<file path="config.mk">
export PLATFORM = sky130hd
export DESIGN_NAME = load_config_regs
export DESIGN_NICKNAME = d
export VERILOG_FILES = /design/src/verilog/load_cfg_pkg.sv /design/src/verilog/load_config_regs.sv /design/src/verilog/param_store.sv
export VERILOG_INCLUDE_DIRS = /design/src /design/src/verilog
export SDC_FILE = /design/constraint.sdc
export NUM_CORES = 1
export LEC_CHECK = 0
export ABC_AREA = 0
export BUFFER_PORTS_ARGS = -buffer_cell sky130_fd_sc_hd__buf_4
export CAP_MARGIN = 10
export CORE_MARGIN = 5
export CORE_UTILIZATION = 30
export CTS_CLUSTER_SIZE = 8
export DETAILED_ROUTE_END_ITERATION = 10
export GPL_ROUTABILITY_DRIVEN = 0
export GPL_TIMING_DRIVEN = 0
export PLACE_DENSITY = 0.52
export SETUP_SLACK_MARGIN = 0.02
export SYNTH_ARGS = -nofsm -noshare
export SYNTH_HDL_FRONTEND = slang
export SYNTH_SLANG_ARGS = --single-unit
</file>
<file path="constraint.sdc">
create_clock -name clk_i -period 5.85 [get_ports clk_i]
set_input_delay 1.17 -clock clk_i [delete_from_list [all_inputs] [get_ports clk_i]]
set_output_delay 1.17 -clock clk_i [all_outputs]
set_load 0.02 [all_outputs]
</file>
<file path="src/verilog/load_cfg_map.svh">
// Register offsets, command codes and reset values of the load configuration bank
`ifndef LOAD_CFG_MAP_SVH
`define LOAD_CFG_MAP_SVH
`define STEP_UPPER_LEVEL_WR 16'h7130
`define STEP_UPPER_LEVEL_RD 16'h7140
`define RAMP_LOWER_LEVEL_WR 16'h7150
`define RAMP_LOWER_LEVEL_RD 16'h7160
`define RAMP_UPPER_LEVEL_WR 16'h7170
`define RAMP_UPPER_LEVEL_RD 16'h7180
`define RAMP_RISE_TIME_WR 16'h7190
`define RAMP_RISE_TIME_RD 16'h71A0
`define RAMP_FALL_TIME_WR 16'h71B0
`define RAMP_FALL_TIME_RD 16'h71C0
`define DEFAULTS_RESTORE_CMD 16'h8010
`define PANEL_LOCK_RD 16'h8020
`define PANEL_LOCK_WR 16'h8030
`define SENSE_LOCATION_WR 16'h8060
`define SENSE_LOCATION_RD 16'h8070
`define PROTOCOL_SELECT_WR 16'h8080
`define PROTOCOL_SELECT_RD 16'h8090
`define SETPOINT_ORIGIN_WR 16'h80A0
`define SETPOINT_ORIGIN_RD 16'h80B0
`define SLOT_STEP_UPPER 3'h0
`define SLOT_RAMP_LOWER 3'h1
`define SLOT_RAMP_UPPER 3'h2
`define SLOT_RAMP_RISE 3'h3
`define SLOT_RAMP_FALL 3'h4
`define MB_READ_HOLDING 8'h03
`define MB_WRITE_SINGLE 8'h06
`define MB_WRITE_MULTI 8'h10
`define MB_COUNT_FLOAT 8'h02
`define MB_COUNT_SHORT 8'h01
`define CIP_GET_SINGLE 8'h0E
`define CIP_SET_SINGLE 8'h10
`define CIP_CLASS_ID 8'hA2
`define CIP_ATTR_NAME 8'h01
`define CIP_ATTR_ACCESS 8'h04
`define CIP_ATTR_VALUE 8'h05
`define CIP_ACCESS_READ 32'h00000001
`define CIP_ACCESS_WRITE 32'h00000002
`define RESTORE_SOFT 16'h0001
`define RESTORE_HARD 16'h0002
`define PROTOCOL_MAX 16'h0003
`define ORIGIN_MAX 16'h0002
`define ORIGIN_FUNC_GEN 2'h1
`define WAVE_STEP 2'h2
`define WAVE_RAMP 2'h3
`define LOCK_RESET 1'b0
`define SENSE_RESET 1'b0
`define PROTOCOL_RESET 2'h2
`define ORIGIN_RESET 2'h0
// 2.0 and 65000.0 as single-precision floats, duration bounds in ms
`define DURATION_MIN_F 32'h40000000
`define DURATION_MAX_F 32'h477DE800
`define RPI_MIN_MS 16'h0064
`define RPI_MAX_MS 16'h2710
`endif

</file>
<file path="src/verilog/load_cfg_pkg.sv">
// Types shared by the load configuration bank
package load_cfg_pkg;
   typedef enum logic [1:0] {
      ST_IDLE = 2'b00,
      ST_EXEC = 2'b01,
      ST_FETCH = 2'b11,
      ST_REPLY = 2'b10
   } xact_state_e;
   typedef enum logic [3:0] {
      K_NONE, K_FLOAT_WR, K_FLOAT_RD, K_RESTORE, K_LOCK_WR, K_LOCK_RD,
      K_SENSE_WR, K_SENSE_RD, K_PROT_WR, K_PROT_RD, K_ORIG_WR, K_ORIG_RD
   } reg_kind_e;
   typedef struct packed {
      reg_kind_e kind;
      logic [2:0] slot;
   } reg_hit_s;
endpackage

</file>
<file path="src/verilog/load_config_regs.sv">
// Host-reachable configuration and waveform parameter bank of the electronic load
//
// Behaviour
// - Two-register float write with code 0x10 sets step upper level.
// - Two-register float write sets ramp lower level.
// - Two-register float write sets ramp upper level.
// - Ramp rise time stored in ms, held within 2 to 65000 ms.
// - Ramp fall time stored in ms, same bounded range.
// - Read code 0x03 with two registers at query address returns stored float.
// - Single write of 1 gives soft restore, 2 hard restore; no query.
// - Writing 1 locks, 0 unlocks; locked panel keeps only stop working.
// - Sense at terminals for 0, remote terminal for 1; feeds power math.
// - Protocol code 0 to 3 switches the command protocol.
// - Set-point origin code 0 local, 1 generator, 2 analog input.
// - Generator drives set points only while origin is the generator code.
// - Explicit messages use only get-single and set-single services.
// - Attributes name 1, access 4 and value 5 exist per instance.
// - Every explicit request gets a success or failure answer.
// - Up to six connections, interval 100 to 10000 ms.
// - Connections accepted up to 1526 bytes, point to point.
// - Device only answers; it never starts a transaction.
// - Waveform codes 0 sine, 1 square, 2 step, 3 ramp pick parameters.
// - 32-bit values in explicit messages travel least significant byte first.
`timescale 1ns/100ps
`default_nettype none
`include "load_cfg_map.svh"
module load_config_regs #(
   parameter int MAX_CONN = 6,
   parameter int MAX_CONN_BYTES = 1526,
   parameter int KEYS = 8
) (
   input wire logic clk_i,
   input wire logic rst_i,
   input wire logic req_valid_i,
   output logic req_ready_o,
   input wire logic req_cip_i,
   input wire logic [7:0] req_code_i,
   input wire logic [15:0] req_addr_i,
   input wire logic [7:0] req_count_i,
   input wire logic [7:0] req_class_i,
   input wire logic [7:0] req_attr_i,
   input wire logic [31:0] req_wdata_i,
   output logic rsp_valid_o,
   output logic rsp_ok_o,
   output logic [31:0] rsp_data_o,
   input wire logic conn_open_i,
   input wire logic conn_close_i,
   input wire logic [15:0] conn_rpi_i,
   input wire logic [15:0] conn_size_i,
   output logic conn_ok_o,
   output logic [2:0] conn_count_o,
   input wire logic [1:0] waveform_type_i,
   input wire logic [2:0] gen_slot_i,
   output logic [31:0] gen_data_o,
   input wire logic [31:0] local_volt_i,
   input wire logic [31:0] remote_volt_i,
   output logic [31:0] sensed_volt_o,
   input wire logic [KEYS-1:0] panel_keys_i,
   input wire logic panel_stop_i,
   output logic [KEYS-1:0] keys_o,
   output logic stop_o,
   output logic panel_lock_o,
   output logic sense_remote_o,
   output logic [1:0] protocol_select_o,
   output logic [1:0] setpoint_origin_o,
   output logic fgen_run_o,
   output logic step_active_o,
   output logic ramp_active_o,
   output logic restore_soft_o,
   output logic restore_hard_o
);
   import load_cfg_pkg::*;

   xact_state_e state;
   logic r_cip;
   logic [7:0] r_code;
   logic [15:0] r_addr;
   logic [7:0] r_count;
   logic [7:0] r_class;
   logic [7:0] r_attr;
   logic [31:0] r_wdata;
   logic r_ok;
   reg_hit_s hit;
   logic is_float, wr_kind, rd_kind, val_ok, want_wr, want_rd, path_ok, wr_ok, rd_ok;
   logic [15:0] val16;
   logic [31:0] rd_word;
   logic [31:0] mem_rdata;
   logic mem_we, mem_clear;
   logic [KEYS-1:0] keys_meta, keys_sync;
   logic [1:0] stop_sync;
   logic taken;

   function automatic reg_hit_s decode_addr(input logic [15:0] a);
      reg_hit_s h;
      h = '{K_NONE, 3'h0};
      if (a == `STEP_UPPER_LEVEL_WR) h = '{K_FLOAT_WR, `SLOT_STEP_UPPER};
      else if (a == `STEP_UPPER_LEVEL_RD) h = '{K_FLOAT_RD, `SLOT_STEP_UPPER};
      else if (a == `RAMP_LOWER_LEVEL_WR) h = '{K_FLOAT_WR, `SLOT_RAMP_LOWER};
      else if (a == `RAMP_LOWER_LEVEL_RD) h = '{K_FLOAT_RD, `SLOT_RAMP_LOWER};
      else if (a == `RAMP_UPPER_LEVEL_WR) h = '{K_FLOAT_WR, `SLOT_RAMP_UPPER};
      else if (a == `RAMP_UPPER_LEVEL_RD) h = '{K_FLOAT_RD, `SLOT_RAMP_UPPER};
      else if (a == `RAMP_RISE_TIME_WR) h = '{K_FLOAT_WR, `SLOT_RAMP_RISE};
      else if (a == `RAMP_RISE_TIME_RD) h = '{K_FLOAT_RD, `SLOT_RAMP_RISE};
      else if (a == `RAMP_FALL_TIME_WR) h = '{K_FLOAT_WR, `SLOT_RAMP_FALL};
      else if (a == `RAMP_FALL_TIME_RD) h = '{K_FLOAT_RD, `SLOT_RAMP_FALL};
      else if (a == `DEFAULTS_RESTORE_CMD) h = '{K_RESTORE, 3'h0};
      else if (a == `PANEL_LOCK_WR) h = '{K_LOCK_WR, 3'h0};
      else if (a == `PANEL_LOCK_RD) h = '{K_LOCK_RD, 3'h0};
      else if (a == `SENSE_LOCATION_WR) h = '{K_SENSE_WR, 3'h0};
      else if (a == `SENSE_LOCATION_RD) h = '{K_SENSE_RD, 3'h0};
      else if (a == `PROTOCOL_SELECT_WR) h = '{K_PROT_WR, 3'h0};
      else if (a == `PROTOCOL_SELECT_RD) h = '{K_PROT_RD, 3'h0};
      else if (a == `SETPOINT_ORIGIN_WR) h = '{K_ORIG_WR, 3'h0};
      else if (a == `SETPOINT_ORIGIN_RD) h = '{K_ORIG_RD, 3'h0};
      return h;
   endfunction

   // Positive floats order like unsigned integers, so bounds compare as bits
   function automatic logic [31:0] clamp_value(input logic [2:0] slot, input logic [31:0] v);
      logic [31:0] c;
      c = v;
      if (slot >= `SLOT_RAMP_RISE) begin
         if (v[31] || v < `DURATION_MIN_F) c = `DURATION_MIN_F;
         else if (v > `DURATION_MAX_F) c = `DURATION_MAX_F;
      end else if (v[31]) begin
         c = 32'h00000000;
      end
      return c;
   endfunction

   function automatic logic [31:0] swap_bytes(input logic [31:0] v);
      return {v[7:0], v[15:8], v[23:16], v[31:24]};
   endfunction

   assign taken = req_valid_i && req_ready_o;
   assign req_ready_o = (state == ST_IDLE);
   assign rsp_valid_o = (state == ST_REPLY);

   // Answers only follow a taken request; nothing is ever sent unprompted
   always_ff @(posedge clk_i) begin
      if (rst_i) begin
         state <= ST_IDLE;
      end else begin
         case (state)
            ST_IDLE: if (req_valid_i) state <= ST_EXEC;
            ST_EXEC: state <= ST_FETCH;
            ST_FETCH: state <= ST_REPLY;
            default: state <= ST_IDLE;
         endcase
      end
   end

   always_ff @(posedge clk_i) begin
      if (rst_i) begin
         r_cip <= 1'b0;
         r_code <= 8'h00;
         r_addr <= 16'h0000;
         r_count <= 8'h00;
         r_class <= 8'h00;
         r_attr <= 8'h00;
         r_wdata <= 32'h00000000;
      end else if (taken) begin
         r_cip <= req_cip_i;
         r_code <= req_code_i;
         r_addr <= req_addr_i;
         r_count <= req_count_i;
         r_class <= req_class_i;
         r_attr <= req_attr_i;
         r_wdata <= req_cip_i ? swap_bytes(req_wdata_i) : req_wdata_i;
      end
   end

   always_comb begin
      hit = decode_addr(r_addr);
      val16 = r_wdata[15:0];
      is_float = (hit.kind == K_FLOAT_WR) || (hit.kind == K_FLOAT_RD);
      wr_kind = hit.kind inside {K_FLOAT_WR, K_RESTORE, K_LOCK_WR, K_SENSE_WR, K_PROT_WR, K_ORIG_WR};
      rd_kind = hit.kind inside {K_FLOAT_RD, K_LOCK_RD, K_SENSE_RD, K_PROT_RD, K_ORIG_RD};
      path_ok = !r_cip || (r_class == `CIP_CLASS_ID);
      if (r_cip) begin
         want_wr = (r_code == `CIP_SET_SINGLE) && (r_attr == `CIP_ATTR_VALUE);
         want_rd = (r_code == `CIP_GET_SINGLE) && (r_attr inside {`CIP_ATTR_NAME, `CIP_ATTR_ACCESS,
            `CIP_ATTR_VALUE});
      end else begin
         want_wr = (r_code == (is_float ? `MB_WRITE_MULTI : `MB_WRITE_SINGLE))
            && (r_count == (is_float ? `MB_COUNT_FLOAT : `MB_COUNT_SHORT));
         want_rd = (r_code == `MB_READ_HOLDING)
            && (r_count == (is_float ? `MB_COUNT_FLOAT : `MB_COUNT_SHORT));
      end
      case (hit.kind)
         K_RESTORE: val_ok = (val16 == `RESTORE_SOFT) || (val16 == `RESTORE_HARD);
         K_LOCK_WR, K_SENSE_WR: val_ok = (val16 <= 16'h0001);
         K_PROT_WR: val_ok = (val16 <= `PROTOCOL_MAX);
         K_ORIG_WR: val_ok = (val16 <= `ORIGIN_MAX);
         default: val_ok = 1'b1;
      endcase
      wr_ok = path_ok && want_wr && wr_kind && val_ok;
      // Name and access attributes exist on every instance, value only on readable ones
      rd_ok = path_ok && want_rd && (r_attr != `CIP_ATTR_VALUE && r_cip ? hit.kind != K_NONE : rd_kind);
   end

   assign mem_we = (state == ST_EXEC) && wr_ok && (hit.kind == K_FLOAT_WR);
   assign mem_clear = restore_hard_o;

   param_store #(.WIDTH(32), .DEPTH(5), .AW(3)) u_store (
      .clk_i(clk_i),
      .rst_i(rst_i),
      .clear_i(mem_clear),
      .we_i(mem_we),
      .waddr_i(hit.slot),
      .wdata_i(clamp_value(hit.slot, r_wdata)),
      .raddr_i(hit.slot),
      .rdata_o(mem_rdata),
      .gen_addr_i(gen_slot_i),
      .gen_data_o(gen_data_o)
   );

   // Restore takes effect one cycle after the command, so a write beside it cannot race
   always_ff @(posedge clk_i) begin
      if (rst_i || restore_soft_o || restore_hard_o) begin
         panel_lock_o <= `LOCK_RESET;
         sense_remote_o <= `SENSE_RESET;
         protocol_select_o <= `PROTOCOL_RESET;
         setpoint_origin_o <= `ORIGIN_RESET;
      end else if (state == ST_EXEC && wr_ok) begin
         if (hit.kind == K_LOCK_WR) panel_lock_o <= val16[0];
         if (hit.kind == K_SENSE_WR) sense_remote_o <= val16[0];
         if (hit.kind == K_PROT_WR) protocol_select_o <= val16[1:0];
         if (hit.kind == K_ORIG_WR) setpoint_origin_o <= val16[1:0];
      end
   end

   always_ff @(posedge clk_i) begin
      if (rst_i) begin
         restore_soft_o <= 1'b0;
         restore_hard_o <= 1'b0;
      end else begin
         restore_soft_o <= (state == ST_EXEC) && wr_ok && (hit.kind == K_RESTORE) && (val16 == `RESTORE_SOFT);
         restore_hard_o <= (state == ST_EXEC) && wr_ok && (hit.kind == K_RESTORE) && (val16 == `RESTORE_HARD);
      end
   end

   always_comb begin
      rd_word = 32'h00000000;
      if (r_cip && r_attr == `CIP_ATTR_NAME) rd_word = {16'h0000, r_addr};
      else if (r_cip && r_attr == `CIP_ATTR_ACCESS) rd_word = rd_kind ? `CIP_ACCESS_READ : `CIP_ACCESS_WRITE;
      else if (hit.kind == K_FLOAT_RD) rd_word = mem_rdata;
      else if (hit.kind == K_LOCK_RD) rd_word = {31'h0, panel_lock_o};
      else if (hit.kind == K_SENSE_RD) rd_word = {31'h0, sense_remote_o};
      else if (hit.kind == K_PROT_RD) rd_word = {30'h0, protocol_select_o};
      else if (hit.kind == K_ORIG_RD) rd_word = {30'h0, setpoint_origin_o};
   end

   always_ff @(posedge clk_i) begin
      if (rst_i) begin
         r_ok <= 1'b0;
         rsp_ok_o <= 1'b0;
         rsp_data_o <= 32'h00000000;
      end else if (state == ST_EXEC) begin
         r_ok <= wr_ok || rd_ok;
      end else if (state == ST_FETCH) begin
         rsp_ok_o <= r_ok;
         rsp_data_o <= (r_ok && !want_wr) ? (r_cip ? swap_bytes(rd_word) : rd_word) : 32'h00000000;
      end
   end

   // Only point-to-point explicit connections are tracked here
   assign conn_ok_o = conn_open_i && (int'(conn_count_o) < MAX_CONN)
      && (conn_rpi_i >= `RPI_MIN_MS) && (conn_rpi_i <= `RPI_MAX_MS)
      && (int'(conn_size_i) <= MAX_CONN_BYTES);

   always_ff @(posedge clk_i) begin
      if (rst_i) begin
         conn_count_o <= 3'h0;
      end else if (conn_ok_o && !(conn_close_i && conn_count_o != 3'h0)) begin
         conn_count_o <= conn_count_o + 3'h1;
      end else if (!conn_ok_o && conn_close_i && conn_count_o != 3'h0) begin
         conn_count_o <= conn_count_o - 3'h1;
      end
   end

   always_ff @(posedge clk_i) begin
      if (rst_i) begin
         fgen_run_o <= 1'b0;
         step_active_o <= 1'b0;
         ramp_active_o <= 1'b0;
         sensed_volt_o <= 32'h00000000;
      end else begin
         fgen_run_o <= (setpoint_origin_o == `ORIGIN_FUNC_GEN);
         step_active_o <= (setpoint_origin_o == `ORIGIN_FUNC_GEN) && (waveform_type_i == `WAVE_STEP);
         ramp_active_o <= (setpoint_origin_o == `ORIGIN_FUNC_GEN) && (waveform_type_i == `WAVE_RAMP);
         sensed_volt_o <= sense_remote_o ? remote_volt_i : local_volt_i;
      end
   end

   // Panel pins are asynchronous; two stages before the lock gate looks at them
   always_ff @(posedge clk_i) begin
      if (rst_i) begin
         keys_meta <= '0;
         keys_sync <= '0;
         stop_sync <= 2'b00;
         keys_o <= '0;
         stop_o <= 1'b0;
      end else begin
         keys_meta <= panel_keys_i;
         keys_sync <= keys_meta;
         stop_sync <= {stop_sync[0], panel_stop_i};
         keys_o <= panel_lock_o ? '0 : keys_sync;
         stop_o <= stop_sync[1];
      end
   end

   property p_reply_latency;
      @(posedge clk_i) disable iff (rst_i) taken |-> !rsp_valid_o ##3 rsp_valid_o;
   endproperty
   a_reply_latency: assert property (p_reply_latency) else $error("answer not three cycles after request");
   property p_no_unsolicited;
      @(posedge clk_i) disable iff (rst_i) rsp_valid_o |-> $past(taken, 3);
   endproperty
   a_no_unsolicited: assert property (p_no_unsolicited) else $error("answer without a request");
   property p_lock_gate;
      @(posedge clk_i) disable iff (rst_i) panel_lock_o && $past(panel_lock_o) |-> keys_o == '0;
   endproperty
   a_lock_gate: assert property (p_lock_gate) else $error("panel key passed while locked");
   property p_origin_write;
      @(posedge clk_i) disable iff (rst_i)
         taken && !req_cip_i && req_code_i == `MB_WRITE_SINGLE && req_count_i == `MB_COUNT_SHORT
         && req_addr_i == `SETPOINT_ORIGIN_WR && req_wdata_i[15:0] == 16'h0001 |-> ##3 fgen_run_o;
   endproperty
   a_origin_write: assert property (p_origin_write) else $error("generator not enabled by origin write");
   property p_rise_bound;
      @(posedge clk_i) disable iff (rst_i) rsp_valid_o && rsp_ok_o && !r_cip && r_addr == `RAMP_RISE_TIME_RD
         && |rsp_data_o |-> rsp_data_o >= `DURATION_MIN_F && rsp_data_o <= `DURATION_MAX_F;
   endproperty
   a_rise_bound: assert property (p_rise_bound) else $error("rise time out of range");
   property p_fall_bound;
      @(posedge clk_i) disable iff (rst_i) rsp_valid_o && rsp_ok_o && !r_cip && r_addr == `RAMP_FALL_TIME_RD
         && |rsp_data_o |-> rsp_data_o >= `DURATION_MIN_F && rsp_data_o <= `DURATION_MAX_F;
   endproperty
   a_fall_bound: assert property (p_fall_bound) else $error("fall time out of range");
   property p_sense_mux;
      @(posedge clk_i) disable iff (rst_i)
         ##1 sensed_volt_o == ($past(sense_remote_o) ? $past(remote_volt_i) : $past(local_volt_i));
   endproperty
   a_sense_mux: assert property (p_sense_mux) else $error("sensed voltage from wrong point");
   property p_conn_limit;
      @(posedge clk_i) disable iff (rst_i) conn_ok_o |-> int'(conn_size_i) <= MAX_CONN_BYTES
         ##1 int'(conn_count_o) <= MAX_CONN;
   endproperty
   a_conn_limit: assert property (p_conn_limit) else $error("connection accepted beyond limits");
   property p_cip_service;
      @(posedge clk_i) disable iff (rst_i) rsp_valid_o && rsp_ok_o && r_cip
         |-> r_code inside {`CIP_GET_SINGLE, `CIP_SET_SINGLE};
   endproperty
   a_cip_service: assert property (p_cip_service) else $error("unsupported service answered ok");
   property p_hard_restore;
      @(posedge clk_i) disable iff (rst_i) restore_hard_o |=> !panel_lock_o && setpoint_origin_o == `ORIGIN_RESET;
   endproperty
   a_hard_restore: assert property (p_hard_restore) else $error("restore left settings changed");

   c_float_write: cover property (@(posedge clk_i) mem_we);
   c_cip_get: cover property (@(posedge clk_i) rsp_valid_o && rsp_ok_o && r_cip && r_code == 8'h0E);
   c_conn_refused: cover property (@(posedge clk_i) conn_open_i && !conn_ok_o);
   c_locked: cover property (@(posedge clk_i) panel_lock_o && keys_sync != '0);
endmodule // load_config_regs
`default_nettype wire

</file>
<file path="src/verilog/param_store.sv">
// Small waveform parameter memory with a host and a generator read port
`timescale 1ns/100ps
`default_nettype none
module param_store #(
   parameter int WIDTH = 32,
   parameter int DEPTH = 5,
   parameter int AW = 3
) (
   input wire logic clk_i,
   input wire logic rst_i,
   input wire logic clear_i,
   input wire logic we_i,
   input wire logic [AW-1:0] waddr_i,
   input wire logic [WIDTH-1:0] wdata_i,
   input wire logic [AW-1:0] raddr_i,
   output logic [WIDTH-1:0] rdata_o,
   input wire logic [AW-1:0] gen_addr_i,
   output logic [WIDTH-1:0] gen_data_o
);
   logic [WIDTH-1:0] mem [DEPTH];

   always_ff @(posedge clk_i) begin
      if (rst_i || clear_i) begin
         for (int i = 0; i < DEPTH; i++) begin
            mem[i] <= '0;
         end
      end else if (we_i && int'(waddr_i) < DEPTH) begin
         mem[waddr_i] <= wdata_i;
      end
   end

   // Out-of-range addresses read zero rather than an undefined word
   always_ff @(posedge clk_i) begin
      if (rst_i) begin
         rdata_o <= '0;
         gen_data_o <= '0;
      end else begin
         rdata_o <= (int'(raddr_i) < DEPTH) ? mem[raddr_i] : '0;
         gen_data_o <= (int'(gen_addr_i) < DEPTH) ? mem[gen_addr_i] : '0;
      end
   end
endmodule // param_store
`default_nettype wire
</file>
==> results of run 1 <==
-- cell usage in the layout, fill, tap and decap left out, types with 5 or more instances in the layout --
master / netlist / routed
buf_4: 1 / 316
dfxtp_1: 254 / 254
nand2_1: 233 / 233
nor3_1: 162 / 161
edfxtp_1: 160 / 160
clkbuf_1: 120 / 147
nor2_1: 135 / 135
a21oi_1: 91 / 91
mux2i_1: 88 / 88
o21ai_0: 62 / 57
clkbuf_16: 0 / 57
a22oi_1: 47 / 47
nand3_1: 39 / 39
a22o_1: 38 / 38
a211oi_1: 33 / 33
mux4_2: 32 / 32
nor2b_1: 25 / 25
o21ai_1: 24 / 24
a221o_1: 22 / 22
and3_1: 17 / 17
buf_2: 14 / 14
nor4_1: 13 / 13
and2_1: 12 / 12
nand4_1: 11 / 11
conb_1: 1 / 11
nand2b_1: 10 / 10
or3_1: 9 / 9
buf_6: 8 / 9
or4_1: 8 / 8
inv_1: 8 / 8
a311oi_1: 8 / 8
nor3b_1: 7 / 7
a31oi_1: 6 / 6
buf_1: 6 / 6
nand4b_1: 5 / 5
nor3_2: 4 / 5
o21ai_4: 0 / 5
-- logic make-up (layout without fill, tap and decap cells) --
| kind of cell | Yosys count | in the layout | synth area share |
|---|---|---|---|
| AO/OA/AOI/OAI | 368 | 368 | 0.136 |
| XOR/XNOR | 5 | 5 | 0.00242 |
| adder cells (fa/ha/maj) | 1 | 1 | 0.00111 |
| buffers and inverters | 157 | 565 | 0.0371 |
| flip-flops | 414 | 414 | 0.547 |
| multiplexers | 122 | 122 | 0.0898 |
| other | 1 | 12 | 0.000207 |
| AND/OR/NAND/NOR | 709 | 709 | 0.186 |
-- flip-flops by register name (all words and copies together) (netlist names), 16 cells and up --
register	cells
r_addr	16
u_store.rdata_o	32
r_wdata	32
rsp_data_o	32
u_store.gen_data_o	32
u_store.mem	160
sensed_volt_o	32
-- cell type report --
cell class,count,share of cell area
clock buffer,84,0.0658
buffer,149,0.0276
multi-input combinational,1216,0.328
antenna,1,0.000108
tap,782,0.0422
timing repair buffer,322,0.108
sequential,414,0.426
clock inverter,2,0.000755
inverter,8,0.00129
-- power by group --
group	leakage [nW]	switching, mW	total [mW]	internal (mW)
registers	3.71	0.0965	3.23	3.13
logic	4.08	0.457	0.766	0.309
clock network	0.743	1.22	2.99	1.76
total	8.54	1.78	6.98	5.20
-- routing by layer --
layer	up-vias	global-route usage
met5	-	0
met1	7874	0.263
met3	205	0.0565
li1	7345	-
met2	838	0.354
met4	2	0.0897
-- path summary, 6_finish.rpt --
kind	from	end	slack, ns	depth (start not counted)
hold reg to reg	keys_sync[3]$_SDFF_PP0_	keys_o[3]$_SDFF_PP0_	0.42	1
setup / recovery	r_addr[1]$_SDFFE_PP0P_	u_store.mem[2][17]$_SDFFCE_PN0P_	0.98	8
hold / removal	keys_sync[3]$_SDFF_PP0_	keys_o[3]$_SDFF_PP0_	0.42	1
setup reg to reg	r_addr[1]$_SDFFE_PP0P_	u_store.mem[2][17]$_SDFFCE_PN0P_	0.98	8
-- stage by stage --
stage	utilization	hold slack [ns]
after floorplan	-	0.406
after global placement	0.358	0.411
after detailed placement	0.361	0.415
after CTS	0.386	0.426
after global routing	0.387	0.443
final	0.387	0.422
-- worst max-delay path: stages, from the launching register on --
cell and delay (ns):
dfxtp_1 0.36, nor4_2 0.69, nand2_1 0.36, nor3_2 0.78
buf_6 0.24, clkbuf_1 0.74, nand2_1 0.35, o21ai_4 0.76
buf_16 0.25
==> summary.md, run 1 <==
| Metric | Value |
|---|---|
| Required time of the critical path | 6.14 ns |
| Max_cap viols | 0 |
| Num rows | 90 |
| Placed insts | 2890 |
| Final Hold Viols | 0 |
| Total power | 6.98 mW |
| Pre-CTS setup slack | 1.24 ns |
| Die ar. | 0.0653 mm² |
| Met3 wire length | 6.83 mm |
| Synth Cell Area | 0.0181 mm² |
| Area share of the largest cell type after synthesis | 0.281 |
| DRT antenna net count | 0 |
| Total Nets Final | 2365 |
| Worst min path class | reg2reg |
| Core ar. | 0.0600 mm² |
| Mean Syn Cell Area | 10.2 µm² |
| CTS tree | built |
| HPWL Detailed | 53.6 mm |
| Routed wire length | 73.1 mm |
| Routed via count | 16.3k |
| Total congestion overflow | 0 |
| DR top layer | met5 |
| Leak Pwr | 8.54 nW |
| Drt drc | 0 |
| Worst Setup End Kind | flip-flop |
| Boundary Pins | 319 |
| Total track usage | 0.213 |
| Pre-antenna DRT Iters | 6 |
| Post-route cell area | 0.0232 mm² |
| Count leader, synth | dfxtp_1 |
| Clk sinks | 414 |
| Initial Utilization | 0.301 |
| Setup ws final | 0.977 ns |
| Die span in x | 255 µm |
| Num CTS Buffers | 57 |
| Status | completed |
| Fin cells | 2978 |
| Initial antenna violation count | 3 |
| Ys async rst share | 0 |
| Post-cts sizing count | 0 |
| Max VDD drop | 0.196 mV |
| Most frequent cells after synthesis | dfxtp_1, nand2_1, nor3_1 |
| Fill cells | 5963 |
| CP startpoint kind | flip-flop |
| Worst-path clk slew | 0.05 ns |
| RSZ-0062 raised after global routing | false |
| Fraction of layout cells with a size suffix above 1 | 0.208 |
| Setup Viol. Count Final | 0 |
| Synth top area cells | dfxtp_1, edfxtp_1, mux2i_1, nand2_1, nor3_1 |
| Critical path arrival | 5.17 ns |
| First-pass GRT wire length | 106 mm |
| Met2 wire len | 34.7 mm |
| Post-synthesis cell type count | 74 |
| Mapped Cells | 1777 |
| Most used DFF post-synth | dfxtp_1 |
| PortBufs | 315 |
| Clock buffer depth | 3 |
| Crit Path Max Fanout | 17 |
| Vias per inst | 5.46 |
| Initial DRC Count | 1750 |
| Largest net degree at the start of global routing | 21 |
| CTS H-Tree Depth | 2 |
| Vias in the first global route | 16.3k |
| Yosys warns | 0 |
| Pwr dens | 301 mW/mm² |
| Area after DPL | 0.0216 mm² |
| FMAX | 205 MHz |
| Cts hold-fix bufs | 0 |
| EDFF count, synth | 160 |
| Post-route clock period utilization | 0.833 |
| Min Tclk post-route | 4.87 ns |
| Area occupied by registers | 0.00989 mm² |
| Setup TNS Final | 0 ns |
| CP Class | reg2reg |
| Skew final | 0.0329 ns |
| Routed len/inst | 24.5 µm |
| Sequential area share after synthesis | 0.547 |
| Area occupied by multi-input gates | 0.00762 mm² |
| CTS root buffer | clkbuf_16 |
| Die Y | 255 µm |
| Yosys top cell by area | dfxtp_1 |
| Skew-Pair Late Insertion Delay | 0.62 ns |
| FF+latch count, synth | 414 |
| Slew @ Worst Pin | 1.24 ns |
| Slew margin rel. | 0.168 |
| Postcts setup bufs | 0 |
| Area delta synth->final | 28.3% |
| Slew Viols, Final | 0 |
| Met1 wire length | 28.3 mm |
Power figures use the tool's default switching activity.
==> run 2: changes to the inputs <==
==> constraint.sdc (replaced) <==
create_clock -name clk_i -period 5.05 [get_ports clk_i]
set_input_delay 1.01 -clock clk_i [delete_from_list [all_inputs] [get_ports clk_i]]
set_output_delay 1.01 -clock clk_i [all_outputs]
set_load 0.02 [all_outputs]
==> run 2 against run 1 <==
Compared with the run above:
- clock-buffer cell count grew 3
- clock skew shrank 0.0055 ns
- critical path depth is the same
- worst hold slack lost 0.0024 ns
- total power grew 17%
- highest routed layer is now met4
==> summary.md, run 2 (synthesized netlist as in run 1, its figures left out) <==
| Metric | Value |
|---|---|
| Status | completed |
| Initial Utilization | 0.301 (unchanged) |
| Num CTS Buffers | 57 (unchanged) |
| CTS H-Tree Depth | 2 (unchanged) |
| Die ar. | 0.0653 mm² (unchanged) |
| Die span in x | 255 µm (unchanged) |
| Boundary Pins | 319 (unchanged) |
| HPWL Detailed | 53.6 mm (about the same) |
| Setup Viol. Count Final | 0 (unchanged) |
| Clock buffer depth | 3 (unchanged) |
| Initial antenna violation count | 4 (+1) |
| Reg with most FFs | u_store.mem |
| Critical path arrival | 5.08 ns (-0.09 ns) |
| P_sw | 2.07 mW (+16%) |
| DRT antenna net count | 0 (unchanged) |
| CTS root buffer | clkbuf_16 |
| Worst-case reg-to-reg path depth | 8 (unchanged) |
| CP peak stage delay | 0.79 ns (about the same) |
| FMAX | 210 MHz (+2.1%) |
| Pre-antenna DRT Iters | 5 (-1) |
| Clk sinks | 414 (unchanged) |
| Worst Setup End Kind | flip-flop |
| Post-route clock period utilization | 0.945 (+0.112) |
| Routed via count | 16.2k (-0.29%) |
| Vias in the first global route | 16.5k (+1.0%) |
| Critical path's most frequent cell | nand2_1 |
| Worst min path class | reg2reg |
| Crit Path Max Fanout | 18 (+1) |
| Commonest non-fill, non-tap cells in the layout | buf_4, dfxtp_1, nand2_1, nor3_1, edfxtp_1 |
| Drt drc | 0 (unchanged) |
| Hold depth | 1 (unchanged) |
| CP startpoint kind | flip-flop |
| Pwr dens | 351 mW/mm² (+17%) |
| First-pass GRT wire length | 106 mm (+0.48%) |
| Largest net degree at the start of global routing | 21 (unchanged) |
| RSZ-0062 raised after global routing | false |
| Postcts setup bufs | 0 (unchanged) |
| Cell depth of the worst setup path | 8 (unchanged) |
| Die Y | 255 µm (unchanged) |
| Slowest CP cell | o21ai_4 |
| Flop pwr share | 0.458 (-0.004) |
| Final Util | 0.388 (+0.00117) |
| Max reg flops | 160 (unchanged) |
| Slew Viols, Final | 0 (unchanged) |
| Most common cell after layout, fill and taps aside | buf_4 |
| Buffers and inverters on the worst path | 3 (unchanged) |
| Setup TNS Final | 0 ns (unchanged) |
| Total Nets Final | 2366 (+0.042%) |
| Clock Power Share | 0.433 (+0.005) |
| CP cell instances | nor4_2 > nand2_1 > nor3_2 > buf_6 > clkbuf_1 > nand2_1 > o21ai_4 > buf_16 |
| Leak Pwr | 8.57 nW (+0.37%) |
| Fill cells | 5925 (-0.64%) |
| Slew @ Worst Pin | 1.20 ns (-0.0387 ns) |
| Routed wire length | 72.9 mm (-0.22%) |
| CP Class | reg2reg |
| CTS tree | built |
| Fraction of layout cells with a size suffix above 1 | 0.208 (+0.000626) |
| Initial DRC Count | 1713 (-2.1%) |
| Slew margin rel. | 0.194 (+0.0259) |
| Switching portion of total power | 0.253 (-0.00112) |
| Total congestion overflow | 0 (unchanged) |
| Crit path max-delay family | simple AND/OR/NAND/NOR gates |
| Cts hold-fix bufs | 0 (unchanged) |
| Area delta synth->final | 28.7% |
| Min Tclk post-route | 4.77 ns (-0.102 ns) |
| Core ar. | 0.0600 mm² (unchanged) |
| Worst-path clk slew | 0.05 ns (about the same) |
| Max VDD drop | 0.242 mV (+23%) |
| Required time of the critical path | 5.36 ns (-0.78 ns) |
| Post-cts sizing count | 0 (unchanged) |
| Total track usage | 0.214 (+0.00107) |
| PortBufs | 315 (unchanged) |
| Internal | 6.09 mW (+17%) |
| Vias per inst | 5.44 (-0.42%) |
| Routed len/inst | 24.5 µm (-0.35%) |
| Skew-Pair Late Insertion Delay | 0.62 ns (about the same) |
| Skew final | 0.0275 ns (-0.00548 ns) |
| Num rows | 90 (unchanged) |
| Comb pwr share | 0.109 (about the same) |
| Final Hold Viols | 0 (unchanged) |
| Max_cap viols | 0 (unchanged) |
==> run 2: power groups by stage <==
stage          Combinational (mW)  Clock, mW  Sequential [mW]
2_1_floorplan               0.429          0             3.81
3_5_place_dp                0.881          0             3.80
3_3_place_gp                0.861          0             3.80
5_1_grt                     0.951       3.72             3.75
6_report                    0.889       3.53             3.74
4_1_cts                     0.884       3.59             3.73
==> run 2: area by class of cell <==
cell class / count / area (µm²) / share of cell area
flip-flops and latches: 414 / 9890 / 0.425
multi-input cells: 1216 / 7620 / 0.327
repair buffers: 323 / 2520 / 0.108
clock buffers: 87 / 1580 / 0.0680
well taps: 782 / 978 / 0.0420
plain buffers: 149 / 641 / 0.0275
inverters: 8 / 30.0 / 0.00129
clock inverters: 1 / 8.76 / 0.000376
diodes: 2 / 5.00 / 0.000215
==> run 2: metrics by stage <==
| step | area, µm² | total power, mW | worst slack, ns | std cells | hold WS [ns] |
|---|---|---|---|---|---|
| CTS | 23200 | 8.21 | 0.391 | 2978 | 0.420 |
| finish | 23300 | 8.16 | 0.279 | 2982 | 0.420 |
| detailed placement | 21600 | 4.68 | 0.431 | 2890 | 0.412 |
| global placement | 21500 | 4.66 | -3.82 | 2884 | 0.411 |
| floorplan | 18100 | 4.24 | -0.198 | 1787 | 0.406 |
| global route | 23300 | 8.42 | 0.178 | 2980 | 0.441 |
==> run 2: path summary, 6_finish.rpt <==
kind / from / to / slack [ns]
min: keys_sync[0]$_SDFF_PP0_ / keys_o[0]$_SDFF_PP0_ / 0.42
max: r_addr[0]$_SDFFE_PP0P_ / u_store.mem[2][11]$_SDFFCE_PN0P_ / 0.28
max reg2reg: r_addr[0]$_SDFFE_PP0P_ / u_store.mem[2][11]$_SDFFCE_PN0P_ / 0.28
min reg2reg: keys_sync[0]$_SDFF_PP0_ / keys_o[0]$_SDFF_PP0_ / 0.42
==> run 2: routing by layer <==
metal	up-vias	track usage	part of all wire
met2	804	0.352	0.47
met3	186	0.0524	0.088
met5	-	0	0
met4	0	0.106	0.052
li1	7345	-	-
met1	7882	0.264	0.39
==> run 3: changes to the inputs <==
--- a/config.mk
+++ b/config.mk
@@ -10,12 +10,12 @@
 export BUFFER_PORTS_ARGS = -buffer_cell sky130_fd_sc_hd__buf_4
 export CAP_MARGIN = 10
 export CORE_MARGIN = 5
-export CORE_UTILIZATION = 30
+export CORE_UTILIZATION = 35
 export CTS_CLUSTER_SIZE = 8
 export DETAILED_ROUTE_END_ITERATION = 10
 export GPL_ROUTABILITY_DRIVEN = 0
 export GPL_TIMING_DRIVEN = 0
-export PLACE_DENSITY = 0.52
+export PLACE_DENSITY = 0.58
 export SETUP_SLACK_MARGIN = 0.02
 export SYNTH_ARGS = -nofsm -noshare
 export SYNTH_HDL_FRONTEND = slang
==> run 3 against run 2 <==
Compared with the run above:
- sequential share of layout area up 0.23 points
- register-to-register slack better by 0.44 ns
- via count up 0.36%
- core utilization up 6.4 points
- clock power about the same
- sequential cell count unchanged
- global-route usage up 2.2 points
- combinational power down 0.9%
- final area down 0.55%
- final cell count down 3.5%
- critical path type unchanged
- critical endpoint is now u_store.mem[1][11]$_SDFFCE_PN0P_
- largest cell class unchanged
- largest power group unchanged
==> summary.md, run 3 (synthesized netlist as in run 1, its figures left out) <==
| Metric | Value |
|---|---|
| Status | completed |
| Initial Utilization | 0.353 (+0.0519) |
| Worst-path clk slew | 0.05 ns (about the same) |
| HPWL Detailed | 51.2 mm (-4.5%) |
| Clk sinks | 414 (unchanged) |
| Area occupied by multi-input gates | 0.00762 mm² (unchanged) |
| Skew final | 0.0291 ns (+0.00160 ns) |
| Required time of the critical path | 5.37 ns (about the same) |
| Vias per inst | 5.65 (+4.0%) |
| Total track usage | 0.236 (+0.0221) |
| Worst Setup End Kind | flip-flop |
| Max_cap viols | 0 (unchanged) |
| Area delta synth->final | 28.0% |
| Slew Viols, Final | 0 (unchanged) |
| Routed len/inst | 24.3 µm (-0.65%) |
| Leak Pwr | 8.57 nW (about the same) |
| Core ar. | 0.0512 mm² (-15%) |
| Slew margin rel. | 0.192 (-0.00199) |
| Setup TNS Final | 0 ns (unchanged) |
| Drt drc | 0 (unchanged) |
| Min Tclk post-route | 4.33 ns (-0.444 ns) |
| Num rows | 83 (-7.8%) |
| Die span in x | 237 µm (-7.1%) |
| Setup ws final | 0.723 ns (+0.444 ns) |
| Setup Viol. Count Final | 0 (unchanged) |
| FMAX | 231 MHz (+10%) |
| Num CTS Buffers | 57 (unchanged) |
| DR top layer | met5 |
| Pre-antenna DRT Iters | 7 (+2) |
| CP Class | reg2reg |
| Most common cell after layout, fill and taps aside | buf_4 |
| Final Hold Viols | 0 (unchanged) |
| CTS root buffer | clkbuf_16 |
| Initial DRC Count | 1764 (+3.0%) |
| Die ar. | 0.0563 mm² (-14%) |
| DRT antenna net count | 0 (unchanged) |
| Routed via count | 16.3k (+0.36%) |
| Postcts setup bufs | 0 (unchanged) |
| Vias in the first global route | 16.0k (-2.6%) |
| Fraction of layout cells with a size suffix above 1 | 0.208 (about the same) |
| Pwr dens | 353 mW/mm² (+0.73%) |
| Fin cells | 2878 (-3.5%) |
| Routed wire length | 69.9 mm (-4.1%) |
| Total congestion overflow | 0 (unchanged) |
| Post-cts sizing count | 0 (unchanged) |
| CP startpoint kind | flip-flop |
| Met3 wire length | 6.40 mm (+0.22%) |
| First-pass GRT wire length | 102 mm (-4.1%) |
| Die Y | 237 µm (-7.1%) |
| Cts hold-fix bufs | 0 (unchanged) |
| Boundary Pins | 319 (unchanged) |
| CTS H-Tree Depth | 2 (unchanged) |
| Reg with most FFs | u_store.mem |
| Fill cells | 4793 (-19%) |
| Critical path arrival | 4.64 ns (-0.44 ns) |
| Placed insts | 2788 (-3.5%) |
| Crit Path Max Fanout | 17 (-1) |
| CTS tree | built |
| Worst min path class | reg2reg |
| Total Nets Final | 2365 (-0.042%) |
| Met2 wire len | 33.1 mm (-3.1%) |
| Post-route clock period utilization | 0.857 (-0.0878) |
| Largest net degree at the start of global routing | 22 (+4.8%) |
| PortBufs | 315 (unchanged) |
| Met1 wire length | 26.7 mm (-6.3%) |
| Skew-Pair Late Insertion Delay | 0.62 ns (about the same) |
| Pre-CTS setup slack | 0.796 ns (+0.365 ns) |
| Area occupied by registers | 0.00989 mm² (unchanged) |
| RSZ-0062 raised after global routing | false |
| Max VDD drop | 0.255 mV (+5.3%) |
| Slew @ Worst Pin | 1.21 ns (+0.00298 ns) |
| Max reg flops | 160 (unchanged) |
| Initial antenna violation count | 1 (-3) |
| Commonest non-fill, non-tap cells in the layout | buf_4, dfxtp_1, nand2_1, nor3_1, edfxtp_1 |
| Clock buffer depth | 3 (unchanged) |
==> run 3: final timing paths <==
path,slack (ns),cells after the start,to,start
hold reg to reg,0.42,1,keys_o[2]$_SDFF_PP0_,keys_sync[2]$_SDFF_PP0_
setup reg to reg,0.72,12,u_store.mem[1][11]$_SDFFCE_PN0P_,r_addr[0]$_SDFFE_PP0P_
setup / recovery,0.72,12,u_store.mem[1][11]$_SDFFCE_PN0P_,r_addr[0]$_SDFFE_PP0P_
hold / removal,0.42,1,keys_o[2]$_SDFF_PP0_,keys_sync[2]$_SDFF_PP0_
==> run 3: stage by stage <==
step           hold WS, ns  cell area [µm²]  power (mW)  utilization
4_1_cts              0.417            23100        8.21        0.452
3_5_place_dp         0.410            21500        4.67        0.420
6_report             0.424            23100        8.17        0.452
2_1_floorplan        0.406            18100        4.24            -
3_3_place_gp         0.412            21300        4.65        0.417
5_1_grt              0.442            23100        8.41        0.452
==> run 3: where the power goes <==
part	internal [mW]	total (mW)	switching (mW)
combinational	0.359	0.881	0.522
clock	2.12	3.56	1.44
sequential	3.63	3.74	0.112
total	6.10	8.17	2.07
==> run 3: layout make-up <==
| class | count | share of cell area |
|---|---|---|
| antenna | 1 | 0.000108 |
| buffer | 149 | 0.0277 |
| clock buffer | 87 | 0.0688 |
| clock inverter | 1 | 0.000378 |
| inverter | 8 | 0.00130 |
| multi-input combinational | 1216 | 0.329 |
| sequential | 414 | 0.427 |
| tap | 680 | 0.0368 |
| timing repair buffer | 322 | 0.109 |
==> run 3: routing by layer <==
layer  vias up  global-route usage
met5         -                   0
met4         2               0.112
met3       222              0.0528
met2       889               0.391
met1      7832               0.294
li1       7330                   -
==> run 3: worst max-delay path: stages (launching register included) <==
cell and delay, ns:
dfxtp_1 0.35, or4_1 0.53, clkbuf_1 0.20, nor4_2 0.39, nand2b_1 0.23, and4_1 0.28, o21ai_1 0.26, a221o_2 0.24
nand4b_1 0.19, buf_4 0.28, buf_6 0.17, o21ai_4 0.64, buf_16 0.25
